## config.mk

```make
export PLATFORM = sky130hd
export DESIGN_NAME = tbtc_timer_pair
export DESIGN_NICKNAME = d
export VERILOG_FILES = /design/src/core/tbtc_timer_pair.v
export VERILOG_INCLUDE_DIRS = /design/src /design/src/core
export SDC_FILE = /design/constraint.sdc
export NUM_CORES = 1
export LEC_CHECK = 0
export ABC_AREA = 1
export BUFFER_PORTS_ARGS = -buffer_cell sky130_fd_sc_hd__buf_2
export CAP_MARGIN = 20
export CORE_ASPECT_RATIO = 0.6
export CORE_MARGIN = 5
export CORE_UTILIZATION = 47
export CTS_CLUSTER_SIZE = 28
export DETAILED_ROUTE_END_ITERATION = 10
export GPL_TIMING_DRIVEN = 0
export PLACE_DENSITY = 0.65
export RECOVER_POWER = 25
export SETUP_SLACK_MARGIN = 0.2
export SLEW_MARGIN = 20
export SYNTH_ARGS = -nofsm -noshare
export SYNTH_HDL_FRONTEND = slang
export SYNTH_SLANG_ARGS = --single-unit
```

## constraint.sdc

```tcl
create_clock -name clock -period 3.7 [get_ports clock]
set_input_delay 0.185 -clock clock [delete_from_list [all_inputs] [get_ports clock]]
set_output_delay 0.185 -clock clock [all_outputs]
set_load 0.01 [all_outputs]
```

## src/core/tbtc_regs.vh

```
// Purpose: constants for the type B timer control block
// Assumes: APB with 32-bit data, one word per register
// Notes:   offsets are byte addresses
`ifndef TBTC_REGS_VH
`define TBTC_REGS_VH
`define TBTC_OFF_CONTROL0   12'h000
`define TBTC_OFF_COUNT0     12'h004
`define TBTC_OFF_PERIOD0    12'h008
`define TBTC_OFF_CONTROL1   12'h010
`define TBTC_OFF_COUNT1     12'h014
`define TBTC_OFF_PERIOD1    12'h018
`define TBTC_OFF_IRQ_STATUS 12'h020
`define TBTC_OFF_IRQ_MASK   12'h024
`define TBTC_BIT_ENABLE     15
`define TBTC_BIT_IDLE_STOP  13
`define TBTC_BIT_GATE       7
`define TBTC_BIT_PS_HI      6
`define TBTC_BIT_PS_LO      4
`define TBTC_BIT_PAIR       3
`define TBTC_BIT_CLK_SRC    1
`define TBTC_CONTROL_EVEN_MASK 32'h0000A0FA
`define TBTC_CONTROL_ODD_MASK  32'h0000A0F2
`define TBTC_CONTROL_RESET  32'h00000000
`define TBTC_PERIOD_RESET   16'hFFFF
`define TBTC_PRESCALE_WIDTH 8
`endif

```

## src/core/tbtc_timer_pair.v

```verilog
// Purpose: one even/odd pair of type B timers with control, count, period
// Assumes: single 50 MHz clock, APB slave, pins asynchronous to clock
//          deviceIdle comes from logic on this clock and is not synchronised
//          pready is tied high, so every access phase lasts one cycle
// Notes:   pair joins into one 32-bit timer owned by the even timer
//          a status read clears only the bits that the read returned
`timescale 1ns/1ps
`include "tbtc_regs.vh"
module tbtc_timer_pair (
  input  wire        clock,
  input  wire        reset,
  input  wire        psel,
  input  wire        penable,
  input  wire        pwrite,
  input  wire [11:0] paddr,
  input  wire [31:0] pwdata,
  output wire        pready,
  output reg  [31:0] prdata,
  output wire        pslverr,
  input  wire        deviceIdle,
  input  wire        extClockEven,
  input  wire        extClockOdd,
  input  wire        gateEven,
  input  wire        gateOdd,
  output wire        irq
);

  // ****************************************
  // bus decode
  // ****************************************
  wire        access = psel & penable;
  wire        wrEn   = access & pwrite;
  wire        rdEn   = access & ~pwrite;
  reg  [31:0] control  [0:1];
  reg  [15:0] count    [0:1];
  reg  [15:0] period   [0:1];
  reg  [1:0]  irqStatus;
  reg  [1:0]  irqMask;
  reg  [1:0]  wrap;

  function known;
    input [11:0] a;
    begin
      if (a == `TBTC_OFF_CONTROL0 || a == `TBTC_OFF_COUNT0 || a == `TBTC_OFF_PERIOD0) begin
        known = 1'b1;
      end else if (a == `TBTC_OFF_CONTROL1 || a == `TBTC_OFF_COUNT1) begin
        known = 1'b1;
      end else if (a == `TBTC_OFF_PERIOD1 || a == `TBTC_OFF_IRQ_STATUS) begin
        known = 1'b1;
      end else begin
        known = (a == `TBTC_OFF_IRQ_MASK);
      end
    end
  endfunction

  // single-cycle access phase; unmapped addresses answer with an error
  assign pready  = 1'b1;
  assign pslverr = access & ~known(paddr);

  // ****************************************
  // pin synchronisers
  // ****************************************
  reg [2:0] syncClk [0:1];
  reg [2:0] syncGate[0:1];
  reg [1:0] clkLevel;
  reg [1:0] gateLevel;
  reg [1:0] clkLevelDly;
  wire [1:0] extPin  = {extClockOdd, extClockEven};
  wire [1:0] gatePin = {gateOdd, gateEven};

  genvar g;
  generate
    for (g = 0; g < 2; g = g + 1) begin : pins
      // a level counts once the second and third stages agree
      // one extra stage rejects a one-cycle glitch; an edge shows four clocks late
      always @(posedge clock or posedge reset) begin
        if (reset) begin
          syncClk[g]     <= 3'h0;
          syncGate[g]    <= 3'h0;
          clkLevel[g]    <= 1'b0;
          gateLevel[g]   <= 1'b0;
          clkLevelDly[g] <= 1'b0;
        end else begin
          syncClk[g]     <= {syncClk[g][1:0], extPin[g]};
          syncGate[g]    <= {syncGate[g][1:0], gatePin[g]};
          if (syncClk[g][2] == syncClk[g][1]) begin
            clkLevel[g] <= syncClk[g][2];
          end
          if (syncGate[g][2] == syncGate[g][1]) begin
            gateLevel[g] <= syncGate[g][2];
          end
          clkLevelDly[g] <= clkLevel[g];
        end
      end
    end
  endgenerate

  // ****************************************
  // control decode
  // ****************************************
  wire pairMode = control[0][`TBTC_BIT_PAIR];
  // in pair mode the even timer's settings drive both halves
  wire [31:0] effCtl0 = control[0];
  wire [31:0] effCtl1 = pairMode ? control[0] : control[1];
  wire [1:0]  idleStop;
  // pair halts on the odd timer's idle-stop bit too, so both must be clear
  assign idleStop[0] = control[0][`TBTC_BIT_IDLE_STOP]
                     | (pairMode & control[1][`TBTC_BIT_IDLE_STOP]);
  // unpaired, each half follows its own bit
  assign idleStop[1] = control[1][`TBTC_BIT_IDLE_STOP];

  function [7:0] divMinusOne;
    input [2:0] sel;
    begin
      case (sel)
        3'h0:    divMinusOne = 8'h00;
        3'h1:    divMinusOne = 8'h01;
        3'h2:    divMinusOne = 8'h03;
        3'h3:    divMinusOne = 8'h07;
        3'h4:    divMinusOne = 8'h0F;
        3'h5:    divMinusOne = 8'h1F;
        3'h6:    divMinusOne = 8'h3F;
        default: divMinusOne = 8'hFF;
      endcase
    end
  endfunction

  // ****************************************
  // prescalers and tick generation
  // ****************************************
  reg  [7:0] prescale [0:1];
  wire [1:0] tick;
  wire [1:0] running;

  generate
    for (g = 0; g < 2; g = g + 1) begin : ps
      wire [31:0] c      = (g == 0) ? effCtl0 : effCtl1;
      wire        srcExt = c[`TBTC_BIT_CLK_SRC];
      // external edge or internal bus clock
      wire        srcTick = srcExt ? (clkLevel[g] & ~clkLevelDly[g]) : 1'b1;
      // gated accumulation only counts while the gate pin is high
      wire        gateOk = (srcExt | ~c[`TBTC_BIT_GATE]) | gateLevel[g];
      assign running[g] = c[`TBTC_BIT_ENABLE]
                        & ~(deviceIdle & idleStop[g]) & gateOk;
      wire [2:0] psSel  = c[`TBTC_BIT_PS_HI:`TBTC_BIT_PS_LO];
      wire       psDone = (prescale[g] == divMinusOne(psSel));
      assign tick[g] = running[g] & srcTick & psDone;
      always @(posedge clock or posedge reset) begin
        if (reset) begin
          prescale[g] <= 8'h00;
        end else if (~c[`TBTC_BIT_ENABLE]) begin
          prescale[g] <= 8'h00;
        end else if (running[g] & srcTick) begin
          if (psDone) begin
            prescale[g] <= 8'h00;
          end else begin
            prescale[g] <= prescale[g] + 8'h01;
          end
        end
      end
    end
  endgenerate

  // ****************************************
  // counters
  // ****************************************
  // pair mode: one 32-bit count, odd half is the upper word
  // limitation: a count or period write lands in one half; load both while stopped
  wire [31:0] wideCount  = {count[1], count[0]};
  wire [31:0] widePeriod = {period[1], period[0]};
  wire        wideHit    = (wideCount == widePeriod);

  always @* begin
    wrap = 2'h0;
    if (pairMode) begin
      wrap[0] = tick[0] & wideHit;
    end else begin
      wrap[0] = tick[0] & (count[0] == period[0]);
      wrap[1] = tick[1] & (count[1] == period[1]);
    end
  end

  always @(posedge clock or posedge reset) begin
    if (reset) begin
      count[0]  <= 16'h0000;
      count[1]  <= 16'h0000;
      period[0] <= `TBTC_PERIOD_RESET;
      period[1] <= `TBTC_PERIOD_RESET;
      control[0] <= `TBTC_CONTROL_RESET;
      control[1] <= `TBTC_CONTROL_RESET;
      irqMask   <= 2'h0;
    end else begin
      if (pairMode) begin
        if (wrap[0]) begin
          count[0] <= 16'h0000;
          count[1] <= 16'h0000;
        end else if (tick[0]) begin
          {count[1], count[0]} <= wideCount + 32'h00000001;
        end
      end else begin
        if (wrap[0]) begin
          count[0] <= 16'h0000;
        end else if (tick[0]) begin
          count[0] <= count[0] + 16'h0001;
        end
        if (wrap[1]) begin
          count[1] <= 16'h0000;
        end else if (tick[1]) begin
          count[1] <= count[1] + 16'h0001;
        end
      end
      if (wrEn) begin
        // odd control bits are kept while paired; all but the idle-stop bit act only once the pair splits
        if (paddr == `TBTC_OFF_CONTROL0) begin
          control[0] <= pwdata & `TBTC_CONTROL_EVEN_MASK;
        end else if (paddr == `TBTC_OFF_CONTROL1) begin
          control[1] <= pwdata & `TBTC_CONTROL_ODD_MASK;
        end else if (paddr == `TBTC_OFF_COUNT0) begin
          count[0] <= pwdata[15:0];
        end else if (paddr == `TBTC_OFF_COUNT1) begin
          count[1] <= pwdata[15:0];
        end else if (paddr == `TBTC_OFF_PERIOD0) begin
          period[0] <= pwdata[15:0];
        end else if (paddr == `TBTC_OFF_PERIOD1) begin
          period[1] <= pwdata[15:0];
        end else if (paddr == `TBTC_OFF_IRQ_MASK) begin
          irqMask <= pwdata[1:0];
        end
      end
    end
  end

  // ****************************************
  // interrupt status
  // ****************************************
  // read clears; a wrap in the same cycle still sets the bit
  wire       statusRead = rdEn & (paddr == `TBTC_OFF_IRQ_STATUS);
  // only bits the read returned are cleared, so a wrap at the setup edge stays pending
  wire [1:0] seenStatus = statusRead ? prdata[1:0] : 2'h0;
  always @(posedge clock or posedge reset) begin
    if (reset) begin
      irqStatus <= 2'h0;
    end else begin
      irqStatus <= (irqStatus & ~seenStatus) | wrap;
    end
  end
  assign irq = |(irqStatus & irqMask);

  // ****************************************
  // read data
  // ****************************************
  // gate reads zero while the external clock is selected
  function [31:0] ctlView;
    input [31:0] v;
    begin
      ctlView = v;
      if (v[`TBTC_BIT_CLK_SRC]) begin
        ctlView[`TBTC_BIT_GATE] = 1'b0;
      end
    end
  endfunction

  // latched in the setup cycle so the word stands through the access phase
  always @(posedge clock or posedge reset) begin
    if (reset) begin
      prdata <= 32'h00000000;
    end else if (psel & ~penable & ~pwrite) begin
      if (paddr == `TBTC_OFF_CONTROL0) begin
        prdata <= ctlView(control[0]);
      end else if (paddr == `TBTC_OFF_CONTROL1) begin
        prdata <= ctlView(control[1]);
      end else if (paddr == `TBTC_OFF_COUNT0) begin
        prdata <= {16'h0000, count[0]};
      end else if (paddr == `TBTC_OFF_COUNT1) begin
        prdata <= {16'h0000, count[1]};
      end else if (paddr == `TBTC_OFF_PERIOD0) begin
        prdata <= {16'h0000, period[0]};
      end else if (paddr == `TBTC_OFF_PERIOD1) begin
        prdata <= {16'h0000, period[1]};
      end else if (paddr == `TBTC_OFF_IRQ_STATUS) begin
        prdata <= {30'h00000000, irqStatus};
      end else if (paddr == `TBTC_OFF_IRQ_MASK) begin
        prdata <= {30'h00000000, irqMask};
      end else begin
        prdata <= 32'h00000000;
      end
    end
  end

endmodule

```

Word level (Yosys, flattened, before mapping)
Cells that the tools add are included.
Storage, ports and cells
  bits in registers: 149
  bits of input ports: 54
  output and inout bits: 35
Cells by class
  add/subtract/negate cells: 5
  equal/unequal tests: 30
  multiplexer cells: 40
  bitwise gates (word level): 47
  reductions and logical operators: 13
Operator list (count)
  $mux W16: 14
  $mux W32: 6
  $pmux W8 S7: 2
  $mux W8: 6
  $eq A12 B5 Y1 const B: 3
  $add A16 B1 Y16 const B: 2
  $add A32 B1 Y32 const B: 1
  $eq A16 B16 Y1: 2
  $eq A32 B32 Y1: 1
  $eq A12 B6 Y1 const B: 2
  $and A1 B1 Y1: 23
  $eq A3 B3 Y1 const B: 6
  $add A8 B1 Y8 const B: 2
  $eq A8 B8 Y1: 2
  $not A1 Y1: 15
  $eq A12 B3 Y1 const B: 1
  $eq A12 B4 Y1 const B: 1
  $eq A3 B2 Y1 const B: 4
  $logic_not A12 Y1: 1
  $mux W1: 9
  $reduce_and A8 Y1: 1
  $reduce_and A7 Y1: 1
  $eq A3 B1 Y1 const B: 2
  $logic_not A3 Y1: 2
  other kinds (12): 26

Logic depth before layout (Yosys ltp)
Gate-level depths: netlist (run 1).
  depth in word-level cells: 17
  depth in mapped cells: 19
  depth with buffers taken out: 17

Least setup slack after synthesis (run 1)
OpenSTA, ideal clock, no wires.
  kind: reg2reg
  start: register control, in the netlist effCtl0[5]
  end: register count[10] (netlist name)
  setup time: 0.113 ns
  arrival time: 1.858 ns
  slack: 1.729 ns
  cell stages (with the launch flop): 15
  path buffers: 2
  clock period less this slack: 1.971 ns
  path through: dfrtp_1 > buf_4 > nor2_1 > nand2_1 > xor2_1 > nand2_1 > nor2_1 > nand2_1 > nor2_4 > nand3_2 > buf_4 > nand4_1 > nand3_1 > nand2_1 > inv_1
Between the ends
  cells in the longest elaborated chain, start to end: 14
  elaborated cells between the ends (all ways): 36
RTL lines
  from (decl): line tbtc_timer_pair.v:34  | reg [31:0] control [0:1];
  $mux W16: line tbtc_timer_pair.v:104  | wire [31:0] effCtl1 = pairMode ? control[0] : control[1];
  $eq A3 B3 Y1, or another cell as far along: line tbtc_timer_pair.v:115  | case (sel)
  $pmux W8 S7: line tbtc_timer_pair.v:115
  $eq A8 B8 Y1: line tbtc_timer_pair.v:146  | wire psDone = (prescale[g] == divMinusOne(psSel));
  $and A1 B1 Y1: line tbtc_timer_pair.v:147  | assign tick[g] = running[g] & srcTick & psDone;
  $and A1 B1 Y1: line tbtc_timer_pair.v:179  | wrap[1] = tick[1] & (count[1] == period[1]);
  $mux W1: line tbtc_timer_pair.v:175  | if (pairMode) begin
  $mux W16: line tbtc_timer_pair.v:206  | if (wrap[1]) begin
  $mux W32 (*): line tbtc_timer_pair.v:193  | if (pairMode) begin
  $mux W16: line tbtc_timer_pair.v:220  | end else if (paddr == `TBTC_OFF_COUNT1) begin
  $mux W16: line tbtc_timer_pair.v:218  | end else if (paddr == `TBTC_OFF_COUNT0) begin
  $mux W32: line tbtc_timer_pair.v:216  | end else if (paddr == `TBTC_OFF_CONTROL1) begin
  $mux W32: line tbtc_timer_pair.v:214  | if (paddr == `TBTC_OFF_CONTROL0) begin
  $mux W32 (*): line tbtc_timer_pair.v:212  | if (wrEn) begin
  to (decl): line tbtc_timer_pair.v:35  | reg [15:0] count [0:1];
Mark *: on every way between the ends. The rest lies on a longest branch, timed or not.
A chain may end at the register's enable or synchronous reset.

Final worst setup path (run 1)
  start: register count[16] (netlist name)
  end: register count[14] (netlist name)
Between the ends
  cells in the longest elaborated chain, start to end: 10
  elaborated cells between the ends (all ways): 14
RTL lines
  branches (longest 3 deep; another with $add A32 B1 Y32)
  $mux W32 (*): line tbtc_timer_pair.v:194  | if (wrap[0]) begin
  $mux W32 (*): line tbtc_timer_pair.v:193
  $mux W16: line tbtc_timer_pair.v:220
  $mux W16: line tbtc_timer_pair.v:218
  $mux W32: line tbtc_timer_pair.v:216
  $mux W32: line tbtc_timer_pair.v:214
  $mux W32 (*): line tbtc_timer_pair.v:212
Mark *: on every way between the ends.

==> metrics.log, run 1 <==
[metrics] layout net count: 1450
[metrics] clock tree from TritonCTS: built
[metrics] total routing usage reported by global routing: 0.3026
[metrics] vias in the first global route: 8329
[metrics] endpoint required time on the critical path: 4.08 ns
[metrics] flops & latches, synth: 133
[metrics] count of standard-cell rows: 39
[metrics] min-delay src: pwdata[1]
[metrics] global-route congestion overflow total: 0
[metrics] Buffers on Ports: 55
[metrics] Sink Count: 133
[metrics] unrepaired setup endpoints after global routing: no
[metrics] Vert. Die Dim: 116.6 um
[metrics] violated checks: capacitance limit, slew limit
[metrics] hpwl dp: 25160 um
[metrics] RePlAce Congestion: 0.9996
[metrics] average footprint of a synthesized cell: 6.885 um^2
[metrics] postcts setup bufs: 0
[metrics] normalized max-slew margin: -0.1690
[metrics] DIE WIDTH: 187.7 um
[metrics] detailed-route wire length: 32350 um
[metrics] top_reg_cell synth: sky130_fd_sc_hd__dfrtp_1
[metrics] drt pass-1 iters: 5
[metrics] Setup crit start kind: flop
[metrics] standard cell core area: 18840 um^2
[metrics] vias after detailed routing: 9049
[metrics] most utilized layer in the global route result: met1
[metrics] area taken by flip-flops and latches: 3368 um^2
[metrics] Crit Reg-Reg Startpoint: count[16]$_DFF_PP0_
[metrics] layout cells sized above 1: 0.1317
[metrics] DRC viols: 0
[metrics] antenna violations before repair: 0
[metrics] Final Critical Period: 3.017 ns
[metrics] P_leak: 4.698 nW
[metrics] number of buffers created by CTS: 17
[metrics] Via-to-Cell Ratio: 5.481
[metrics] largest clock skew in the final design: 0.01278 ns
[metrics] CTS H-tree depth: 4
[metrics] number of buffers between clock root and the deepest sink: 2
[metrics] share of flip-flops with an asynchronous set or reset: 1.000
[metrics] max-cap violations: 2
[metrics] smallest hold slack: 0.04721 ns
[metrics] synthesis warning total: 0
[metrics] top-level I/O count: 89
[metrics] maximum number of pins on one net before global-route repair: 33
[metrics] starting density of the core: 0.4730
[metrics] GR Layer Usage met3: 0.1048
[metrics] number of nets with antenna violations after detailed routing: 0
[metrics] summed instance area of the synthesized netlist: 8909 um^2
[metrics] DIE AREA: 21900 um^2
[metrics] routed wirelength normalized by instance count: 19.59 um
[metrics] area growth from synthesis to layout: 15.03%
[metrics] post-route fraction of the period consumed by the critical path: 0.8153
[metrics] worst hold path endpoint: control[1]$_DFFE_PP0P_
[metrics] global-route met1 utilization: 0.4821
[metrics] Hold Crit Depth: 3
[metrics] arrival time of data at the critical path endpoint: 3.39 ns
[metrics] leading cell type in the layout, fill and taps excluded: sky130_fd_sc_hd__nand2_1
[metrics] post-cts resize count: 0
[metrics] sequential-to-total area share from yosys stat: 0.3781
[metrics] cell chosen for the clock root: sky130_fd_sc_hd__clkbuf_16
[metrics] worst vdd rail ir drop: 0.3130 mV
[metrics] iteration-0 DRC count of the detailed router: 1017
[metrics] final number of max-transition violations: 61
[metrics] setup slack on the worst flop-to-flop path: 0.68 ns
[metrics] maximum frequency from static timing analysis: 331.5 MHz
[metrics] path depth of the worst reg2reg path: 12
[metrics] later-pin clock latency in the skew report: 0.44 ns
[metrics] maximum net fanout on the critical path: 8
[metrics] transition time of the tightest slew-check pin: 1.753 ns
[metrics] worst min-delay path class: in -> reg
[metrics] count of flip-flops with a built-in enable after synthesis: 0
[metrics] Synth cell types: 45
[metrics] Worst setup EP type: flop
[metrics] outcome: complete, but fails checks
[metrics] first-pass GRT wire length: 49910 um
[metrics] met2 usage in global routing: 0.3825
[metrics] worst r2r dst: count[14]$_DFF_PP0_
[metrics] Cell Pwr Density: 344.6 nW/um^2
[metrics] final setup vio count: 0
[metrics] Clock Pin Slew Worst Setup and Hold Paths: 0.06 ns
[metrics] number of filler cells placed in the layout: 1941
[metrics] Ant. Diodes: 0
[metrics] final hold vios: 0
[metrics] crit path launch: count[16]$_DFF_PP0_
[metrics] count of mapped cells out of synthesis: 1294
[metrics] setup TNS: 0 ns
[metrics] Util after Layout: 0.5440
[metrics] Crit Path Class: reg -> reg
[metrics] commonest non-fill, non-tap cells in the layout: 396 x sky130_fd_sc_hd__nand2_1, 160 x sky130_fd_sc_hd__inv_1, 120 x sky130_fd_sc_hd__nor2_1
[metrics] area of the multi-input gates: 4576 um^2
cell type report:
cell class                 count  area share
timing repair buffer          64     0.03700
inverter                     171     0.06276
buffer                        67     0.03748
tap                          246     0.03004
multi-input combinational    938      0.4465
sequential                   133      0.3287
clock inverter                12     0.01392
clock buffer                  20     0.04359
timing repair:
action,CTS,global route
endpoints found under the setup margin,0,0
hold endpoints to repair,27,0
hold buffers,5,0
power by group:
part           switching (mW)  internal [mW]
registers              0.0260           1.49
logic                   0.166         0.0864
clock network           0.743           1.02
total                   0.935           2.60
cells in the mapped netlist, types with 3 or more instances:
cell,number,area [um^2]
sky130_fd_sc_hd__nor3_1,17,85.08
sky130_fd_sc_hd__nor2_1,120,450.4
sky130_fd_sc_hd__buf_2,13,65.06
sky130_fd_sc_hd__nand3_1,68,340.3
sky130_fd_sc_hd__nand2_1,396,1486
sky130_fd_sc_hd__inv_2,3,11.26
sky130_fd_sc_hd__nand4_1,48,300.3
sky130_fd_sc_hd__clkbuf_1,26,97.59
sky130_fd_sc_hd__o22ai_1,8,50.05
sky130_fd_sc_hd__nand3b_1,3,22.52
sky130_fd_sc_hd__o21ai_0,104,520.5
sky130_fd_sc_hd__nor2_2,5,31.28
sky130_fd_sc_hd__o2111ai_1,4,35.03
sky130_fd_sc_hd__a21oi_1,29,145.1
sky130_fd_sc_hd__a2bb2oi_1,6,52.55
sky130_fd_sc_hd__ha_1,4,50.05
sky130_fd_sc_hd__maj3_1,4,40.04
sky130_fd_sc_hd__xnor2_1,13,113.9
sky130_fd_sc_hd__or2_2,4,25.02
sky130_fd_sc_hd__dfstp_2,32,840.8
sky130_fd_sc_hd__o221ai_1,4,35.03
sky130_fd_sc_hd__buf_6,4,45.04
sky130_fd_sc_hd__o21ai_1,7,35.03
sky130_fd_sc_hd__buf_4,23,172.7
sky130_fd_sc_hd__nor4_1,3,18.77
sky130_fd_sc_hd__inv_1,161,604.3
sky130_fd_sc_hd__dfrtp_1,101,2527
sky130_fd_sc_hd__xor2_1,47,411.6
sky130_fd_sc_hd__o211ai_1,11,82.58
sky130_fd_sc_hd__clkinv_1,7,26.28
critical path: stages (launching register included):
cell	delay [ns]
sky130_fd_sc_hd__dfrtp_1	0.57
sky130_fd_sc_hd__ha_1	0.34
sky130_fd_sc_hd__inv_1	0.13
sky130_fd_sc_hd__nor2_1	0.55
sky130_fd_sc_hd__nand2_1	0.30
sky130_fd_sc_hd__nor2_1	0.42
sky130_fd_sc_hd__nand2_1	0.12
sky130_fd_sc_hd__xor2_1	0.15
sky130_fd_sc_hd__nand2_1	0.06
sky130_fd_sc_hd__nand4_1	0.09
sky130_fd_sc_hd__nand3_1	0.12
sky130_fd_sc_hd__nand2_1	0.05
sky130_fd_sc_hd__inv_1	0.05
through the flow:
step,cell area (um^2),setup slack (ns),total power [mW],cells
floorplan,8969,1.729,1.678,1309
global placement,9552,0.8867,1.774,1610
detailed placement,9644,0.9267,1.789,1614
CTS,10280,0.9028,3.544,1651
global route,10250,0.4515,3.644,1651
finish,10250,0.6834,3.532,1651
logic make-up (layout without fill, tap and decap cells):
group / after synthesis / count (layout) / synth area share
adder cells (fa/ha/maj): 8 / 8 / 0.01011
flip-flops: 133 / 133 / 0.3781
other: 2 / 17 / 0.0008430
AND/OR/NAND/NOR: 672 / 672 / 0.3197
buffers and inverters: 238 / 334 / 0.1152
AO/OA/AOI/OAI: 181 / 181 / 0.1171
XOR/XNOR: 60 / 60 / 0.05899
state kept, by name, indices dropped and copies added (netlist names), 6 cells and up:
signal and cells:
prdata 16, effCtl0 8, syncGate 6, count 32
syncClk 6, period 32, control 7, prescale 16
worst max-delay path by stage:
| stage | end | depth (start not counted) |
|---|---|---|
| global route | prdata[11]$_DFFE_PP0P_ | 4 |
| global placement | prdata[8]$_DFFE_PP0P_ | 2 |
| detailed placement | count[14]$_DFF_PP0_ | 12 |
| floorplan | count[10]$_DFF_PP0_ | 14 |
| finish | count[14]$_DFF_PP0_ | 12 |
| CTS | count[14]$_DFF_PP0_ | 12 |
metal layers:
metal | vias to the layer above | share of wire
met5 | - | 0
met4 | 0 | 0.013
met3 | 32 | 0.13
met2 | 458 | 0.36
met1 | 4245 | 0.50
li1 | 4314 | -
No activity file was read; power rests on OpenSTA's default activity.
==> run 2: changes to the inputs <==
==> constraint.sdc (replaced) <==
create_clock -name clock -period 2.61 [get_ports clock]
set_input_delay 0.1305 -clock clock [delete_from_list [all_inputs] [get_ports clock]]
set_output_delay 0.1305 -clock clock [all_outputs]
set_load 0.01 [all_outputs]
==> run 2 against run 1 <==
  * Highest routed layer unchanged
  * Sequential cell count is the same
  * Cell count rose by 0.67%
  * Worst hold slack improved by 0.021 ns
  * Critical path type unchanged
  * Sequential power grew 42%
  * Die area is the same
  * Setup slack worse by 0.43 ns
  * The run now ends clean
  * Largest cell class unchanged
  * Clock power is 41% higher
  * Combinational power increased by 45%
==> metrics.log, run 2 (synthesized netlist as in run 1, its figures left out) <==
[metrics] outcome: finished clean
[metrics] clock tree from TritonCTS: built
[metrics] Largest delay share family, worst path: simple AND/OR/NAND/NOR gates
[metrics] standard cell core area: 18840 um^2
[metrics] DRC viols: 0
[metrics] final setup vio count: 0
[metrics] maximum number of pins on one net before global-route repair: 33
[metrics] most frequent CP cell: sky130_fd_sc_hd__nand2_1
[metrics] count of standard-cell rows: 39
[metrics] largest registers ranked by flip-flop count: count x32, period x32
[metrics] normalized max-slew margin: 0.1516
[metrics] arrival time of data at the critical path endpoint: 2.73 ns
[metrics] routed wirelength normalized by instance count: 19.59 um
[metrics] post-route fraction of the period consumed by the critical path: 0.9040
[metrics] antenna violations before repair: 0
[metrics] max-cap violations: 0
[metrics] Sink Count: 133
[metrics] final hold vios: 0
[metrics] buffering stage count on the worst path with inverters included: 2
[metrics] worst min-delay path class: in -> reg
[metrics] leading cell type in the layout, fill and taps excluded: sky130_fd_sc_hd__nand2_1
[metrics] maximum frequency from static timing analysis: 423.8 MHz
[metrics] Crit Path Class: reg -> reg
[metrics] final non-filler cell area: 10460 um^2
[metrics] RePlAce Congestion: 0.9996
[metrics] placed instance area: 9644 um^2
[metrics] Final WS setup: 0.2505 ns
[metrics] number of buffers created by CTS: 17
[metrics] Power, Total: 5.011 mW
[metrics] first-pass GRT wire length: 50030 um
[metrics] largest clock skew in the final design: 0.01221 ns
[metrics] final number of max-transition violations: 0
[metrics] number of filler cells placed in the layout: 1916
[metrics] CP Cell Sequence: ha_1 > inv_1 > nor2_4 > nand2_1 > nor2_4 > nand2_1 > xor2_1 > nand2_1 > nand4_1 > nand3_1 > nand2_1 > inv_1
[metrics] global-route congestion overflow total: 0
[metrics] Final Critical Period: 2.359 ns
[metrics] DIE WIDTH: 187.7 um
[metrics] worst-path cell with the longest stage delay: sky130_fd_sc_hd__dfrtp_2
[metrics] vias after detailed routing: 9047
[metrics] vias in the first global route: 8352
[metrics] area taken by flip-flops and latches: 3372 um^2
[metrics] CTS H-tree depth: 4
[metrics] iteration-0 DRC count of the detailed router: 1244
[metrics] number of buffers between clock root and the deepest sink: 2
[metrics] Clock Pin Slew Worst Setup and Hold Paths: 0.07 ns
[metrics] Cell Pwr Density: 479.1 nW/um^2
[metrics] drt pass-1 iters: 6
[metrics] layout net count: 1461
[metrics] Vert. Die Dim: 116.6 um
[metrics] P_leak: 4.806 nW
[metrics] Max stage delay on crit path: 0.49 ns
[metrics] Buffers on Ports: 55
[metrics] maximum net fanout on the critical path: 8
[metrics] unrepaired setup endpoints after global routing: yes
[metrics] Ant. Diodes: 0
[metrics] GR Layer Usage met3: 0.1042
[metrics] Setup crit start kind: flop
[metrics] cell chosen for the clock root: sky130_fd_sc_hd__clkbuf_16
[metrics] later-pin clock latency in the skew report: 0.44 ns
[metrics] Via-to-Cell Ratio: 5.443
[metrics] area of the multi-input gates: 4663 um^2
[metrics] most utilized layer in the global route result: met1
[metrics] hpwl dp: 25160 um
[metrics] number of nets with antenna violations after detailed routing: 0
[metrics] global-route met1 utilization: 0.4836
[metrics] area growth from synthesis to layout: 17.39%
[metrics] met2 usage in global routing: 0.3835
[metrics] setup slack after placement: -0.1633 ns
[metrics] total routing usage reported by global routing: 0.3033
[metrics] top-level I/O count: 89
[metrics] Worst setup EP type: flop
[metrics] DIE AREA: 21900 um^2
[metrics] commonest non-fill, non-tap cells in the layout: 390 x sky130_fd_sc_hd__nand2_1, 159 x sky130_fd_sc_hd__inv_1, 111 x sky130_fd_sc_hd__nor2_1
[metrics] layout cells sized above 1: 0.1603
[metrics] starting density of the core: 0.4730
[metrics] detailed-route wire length: 32560 um
[metrics] worst vdd rail ir drop: 0.4327 mV
[metrics] transition time of the tightest slew-check pin: 1.266 ns
[metrics] endpoint required time on the critical path: 2.98 ns
==> run 2: cell types whose count changed in the layout (fill, tap and decap cells not counted), sizes merged <==
cell,previous run,this run
dlygate4sd3,5,9
clkbuf,49,50
buf,97,103
==> run 2: path summary, 6_finish.rpt <==
| path | from | to | slack [ns] | cells past startpoint |
|---|---|---|---|---|
| worst max-delay path | count[16]$_DFF_PP0_ | count[14]$_DFF_PP0_ | 0.25 | 12 |
| worst min register to register | syncGate[3]$_DFF_PP0_ | syncGate[4]$_DFF_PP0_ | 0.35 | 0 |
| min in group asynchronous | reset | prescale[6]$_DFFE_PP0P_ | 0.48 | 3 |
| worst max register to register | count[16]$_DFF_PP0_ | count[14]$_DFF_PP0_ | 0.25 | 12 |
| max in group asynchronous | reset | period[8]$_DFFE_PP1P_ | 0.62 | 5 |
| worst min-delay path | pwdata[12] | count[28]$_DFF_PP0_ | 0.07 | 3 |
==> run 2: per-layer routing <==
layer  share of wire  up-vias
li1                -     4339
met1            0.50     4238
met2            0.36      436
met3            0.12       34
met4           0.013        0
met5               0        -
==> run 2: worst register-to-register path: stages, from the launching register on <==
cell                      delay, ns
sky130_fd_sc_hd__dfrtp_2       0.49
sky130_fd_sc_hd__ha_1          0.31
sky130_fd_sc_hd__inv_1         0.16
sky130_fd_sc_hd__nor2_4        0.27
sky130_fd_sc_hd__nand2_1       0.23
sky130_fd_sc_hd__nor2_4        0.24
sky130_fd_sc_hd__nand2_1       0.09
sky130_fd_sc_hd__xor2_1        0.14
sky130_fd_sc_hd__nand2_1       0.07
sky130_fd_sc_hd__nand4_1       0.09
sky130_fd_sc_hd__nand3_1       0.12
sky130_fd_sc_hd__nand2_1       0.05
sky130_fd_sc_hd__inv_1         0.05
==> run 2: report_power, final <==
group | switching [mW] | internal (mW) | leakage (nW) | total, mW
Sequential | 0.0376 | 2.11 | 1.57 | 2.15
Combinational | 0.240 | 0.129 | 2.95 | 0.368
Clock | 1.04 | 1.45 | 0.280 | 2.49
==> run 2: metrics by stage <==
stage               instances  TNS, ns  hold slack (ns)    util
global route             1662        0          0.06144  0.5552
detailed placement       1614  -0.2422           0.2398  0.5120
CTS                      1657        0          0.03488  0.5511
global placement         1610   -13.13           0.2394  0.5071
finish                   1662        0          0.06793  0.5552
floorplan                1309        0           0.1619       -
==> run 2: what timing repair did <==
item | 4_1_cts | 5_1_grt
hold endpoints to repair | 31 | 0
pin swaps | 1 | 4
hold buffers | 9 | 0
gates resized for setup | 13 | 36
endpoints found under the setup margin | 29 | 35
buffers inserted | 2 | 5
==> run 2: cell type report <==
class	count	area share
Multi-Input combinational cell	938	0.4459
Inverter	171	0.06150
Clock inverter	12	0.01364
Sequential cell	133	0.3224
Buffer	67	0.03900
Tap cell	246	0.02943
Clock buffer	20	0.04271
Timing Repair Buffer	75	0.04535
==> run 3: changes to the inputs <==
--- a/config.mk
+++ b/config.mk
@@ -15,7 +15,7 @@
 export CTS_CLUSTER_SIZE = 28
 export DETAILED_ROUTE_END_ITERATION = 10
 export GPL_TIMING_DRIVEN = 0
-export PLACE_DENSITY = 0.65
+export PLACE_DENSITY = 0.63
 export RECOVER_POWER = 25
 export SETUP_SLACK_MARGIN = 0.2
 export SLEW_MARGIN = 20
==> constraint.sdc (replaced) <==
create_clock -name clock -period 2.2 [get_ports clock]
set_input_delay 0.11 -clock clock [delete_from_list [all_inputs] [get_ports clock]]
set_output_delay 0.11 -clock clock [all_outputs]
set_load 0.01 [all_outputs]
==> run 3 against run 2 <==
  * The run now ends with setup timing left
  * Non-clock buffer count grew 45
  * Clock skew grew 0.010 ns
  * Critical path depth grew 5
  * Global-route usage grew 1.0 points
  * Register-to-register slack lost 0.32 ns
  * Combinational power grew 29%
  * Sequential power grew 19%
  * Sequential cell count is the same
  * Wire length grew 7.0%
  * Via count grew 6.1%
  * Setup slack lost 0.32 ns
  * Critical path type unchanged
  * Largest cell class unchanged
  * Largest power group unchanged
==> metrics.log, run 3 (synthesized netlist as in run 1, its figures left out) <==
[metrics] highest metal layer with signal wires: met4
[metrics] standard cell core area: 18840 um^2
[metrics] clock tree from TritonCTS: built
[metrics] detailed-route wire length: 34840 um
[metrics] Clock Pin Slew Worst Setup and Hold Paths: 0.07 ns
[metrics] outcome: complete, but fails checks
[metrics] vias after detailed routing: 9596
[metrics] post-route insts no fill: 1707
[metrics] Buffers on Ports: 55
[metrics] starting density of the core: 0.4730
[metrics] wire length on met1: 16420 um
[metrics] Final Critical Period: 2.269 ns
[metrics] final non-filler cell area: 11510 um^2
[metrics] layout cells sized above 1: 0.2512
[metrics] Cell Pwr Density: 524.8 nW/um^2
[metrics] layout net count: 1506
[metrics] largest clock skew in the final design: 0.02226 ns
[metrics] arrival time of data at the critical path endpoint: 2.61 ns
[metrics] area growth from synthesis to layout: 29.17%
[metrics] placed instance area: 9664 um^2
[metrics] RePlAce Congestion: 0.9818
[metrics] final hold vios: 0
[metrics] Crit Path Class: reg -> reg
[metrics] number of buffers created by CTS: 17
[metrics] setup slack after placement: -0.4347 ns
[metrics] unrepaired setup endpoints after global routing: yes
[metrics] routed wirelength normalized by instance count: 20.41 um
[metrics] maximum number of pins on one net before global-route repair: 32
[metrics] final number of max-transition violations: 0
[metrics] DIE WIDTH: 187.7 um
[metrics] maximum net fanout on the critical path: 7
[metrics] normalized max-slew margin: 0.4513
[metrics] count of standard-cell rows: 39
[metrics] antenna violations before repair: 0
[metrics] Cells after DPL: 1615
[metrics] drt pass-1 iters: 6
[metrics] first-pass GRT wire length: 51830 um
[metrics] Sink Count: 133
[metrics] Setup crit start kind: flop
[metrics] Via-to-Cell Ratio: 5.622
[metrics] later-pin clock latency in the skew report: 0.45 ns
[metrics] worst vdd rail ir drop: 0.5170 mV
[metrics] largest registers ranked by flip-flop count: count x32, period x32
[metrics] transition time of the tightest slew-check pin: 0.8231 ns
[metrics] iteration-0 DRC count of the detailed router: 1281
[metrics] Power, Total: 6.039 mW
[metrics] endpoint required time on the critical path: 2.54 ns
[metrics] DRC viols: 0
[metrics] smallest hold slack: 0.03098 ns
[metrics] number of nets with antenna violations after detailed routing: 0
[metrics] final setup vio count: 11
[metrics] top-level I/O count: 89
[metrics] Worst setup EP type: flop
[metrics] maximum frequency from static timing analysis: 440.7 MHz
[metrics] violated checks: setup timing
[metrics] vias in the first global route: 8763
[metrics] Final WS setup: -0.06921 ns
[metrics] Ant. Diodes: 0
[metrics] number of buffers between clock root and the deepest sink: 2
[metrics] max-cap violations: 0
[metrics] met2 layer wire length in the routed design: 12980 um
[metrics] cell chosen for the clock root: sky130_fd_sc_hd__clkbuf_16
[metrics] DIE AREA: 21900 um^2
[metrics] worst min-delay path class: in -> reg
[metrics] hpwl dp: 25360 um
[metrics] CTS H-tree depth: 4
[metrics] global-route congestion overflow total: 0
[metrics] commonest non-fill, non-tap cells in the layout: 355 x sky130_fd_sc_hd__nand2_1, 152 x sky130_fd_sc_hd__inv_1, 102 x sky130_fd_sc_hd__nor2_1
[metrics] total routing usage reported by global routing: 0.3136
[metrics] P_leak: 5.242 nW
[metrics] leading cell type in the layout, fill and taps excluded: sky130_fd_sc_hd__nand2_1
[metrics] post-route fraction of the period consumed by the critical path: 1.031
[metrics] met3 wire length: 5070 um
[metrics] Vert. Die Dim: 116.6 um
run 3: changes by cell type in the layout (fill, tap and decap cells not counted), moves of 11 or more:
cell	change
sky130_fd_sc_hd__nand2_1	-35
sky130_fd_sc_hd__buf_4	+30
sky130_fd_sc_hd__nand2_2	+25
sky130_fd_sc_hd__buf_6	+12
sky130_fd_sc_hd__nand3_1	-11
run 3: worst max-delay path, cell delays in order (launching register included):
cell,delay (ns)
sky130_fd_sc_hd__dfrtp_2,0.47
sky130_fd_sc_hd__buf_4,0.16
sky130_fd_sc_hd__nand2_2,0.07
sky130_fd_sc_hd__nand2_4,0.09
sky130_fd_sc_hd__buf_4,0.15
sky130_fd_sc_hd__nand3_1,0.06
sky130_fd_sc_hd__nand2_1,0.06
sky130_fd_sc_hd__nand2_1,0.07
sky130_fd_sc_hd__inv_1,0.06
sky130_fd_sc_hd__nor2_4,0.18
sky130_fd_sc_hd__nand3_4,0.13
sky130_fd_sc_hd__nor2_4,0.16
sky130_fd_sc_hd__nor2_4,0.08
sky130_fd_sc_hd__buf_6,0.16
sky130_fd_sc_hd__nand2_2,0.09
sky130_fd_sc_hd__nand3_1,0.07
sky130_fd_sc_hd__nand2_1,0.06
sky130_fd_sc_hd__inv_1,0.03
run 3: final timing paths:
check / from / to / slack (ns) / depth (start not counted)
setup / recovery: effCtl0[3]$_DFFE_PP0P_ / count[10]$_DFF_PP0_ / -0.07 / 17
hold / removal: pwdata[12] / count[28]$_DFF_PP0_ / 0.03 / 3
setup reg to reg: effCtl0[3]$_DFFE_PP0P_ / count[10]$_DFF_PP0_ / -0.07 / 17
hold reg to reg: syncClk[3]$_DFF_PP0_ / syncClk[4]$_DFF_PP0_ / 0.35 / 0
max in group asynchronous: reset / count[4]$_DFF_PP0_ / 0.99 / 4
min in group asynchronous: reset / prescale[4]$_DFFE_PP0P_ / 0.12 / 3
run 3: cell type report:
class | instances | area, um^2
Timing Repair Buffer | 120 | 993.5
Fill cell | 1744 | 7328
Clock inverter | 14 | 166.4
Clock buffer | 18 | 439.2
Inverter | 171 | 645.6
Tap cell | 246 | 307.8
Buffer | 67 | 490.5
Sequential cell | 133 | 3377
Multi-Input combinational cell | 938 | 5087
run 3: through the flow:
step | utilization | TNS (ns)
4_1_cts | 0.5793 | 0
3_3_place_gp | 0.5071 | -68.70
6_report | 0.6109 | -0.4869
3_5_place_dp | 0.5131 | -15.22
5_1_grt | 0.6109 | -1.686
2_1_floorplan | - | 0
run 3: what timing repair did:
| action | in CTS | in global routing |
|---|---|---|
| pin swaps | 10 | 39 |
| endpoints found under the setup margin | 57 | 66 |
| hold endpoints to repair | 65 | 0 |
| gates resized for setup | 95 | 134 |
| gates cloned | 4 | 4 |
| hold buffers | 9 | 0 |
| setup buffers | 22 | 21 |
run 3: power by group:
part / internal (mW) / total [mW] / switching (mW)
sequential: 2.50 / 2.55 / 0.0447
combinational: 0.172 / 0.474 / 0.303
clock: 1.73 / 3.02 / 1.28
total: 4.41 / 6.04 / 1.63
run 3: routing by layer:
layer	track usage	vias to the layer above
met1	0.4925	4519
met5	0	-
li1	-	4440
met4	0.05963	0
met3	0.1105	42
met2	0.4088	595
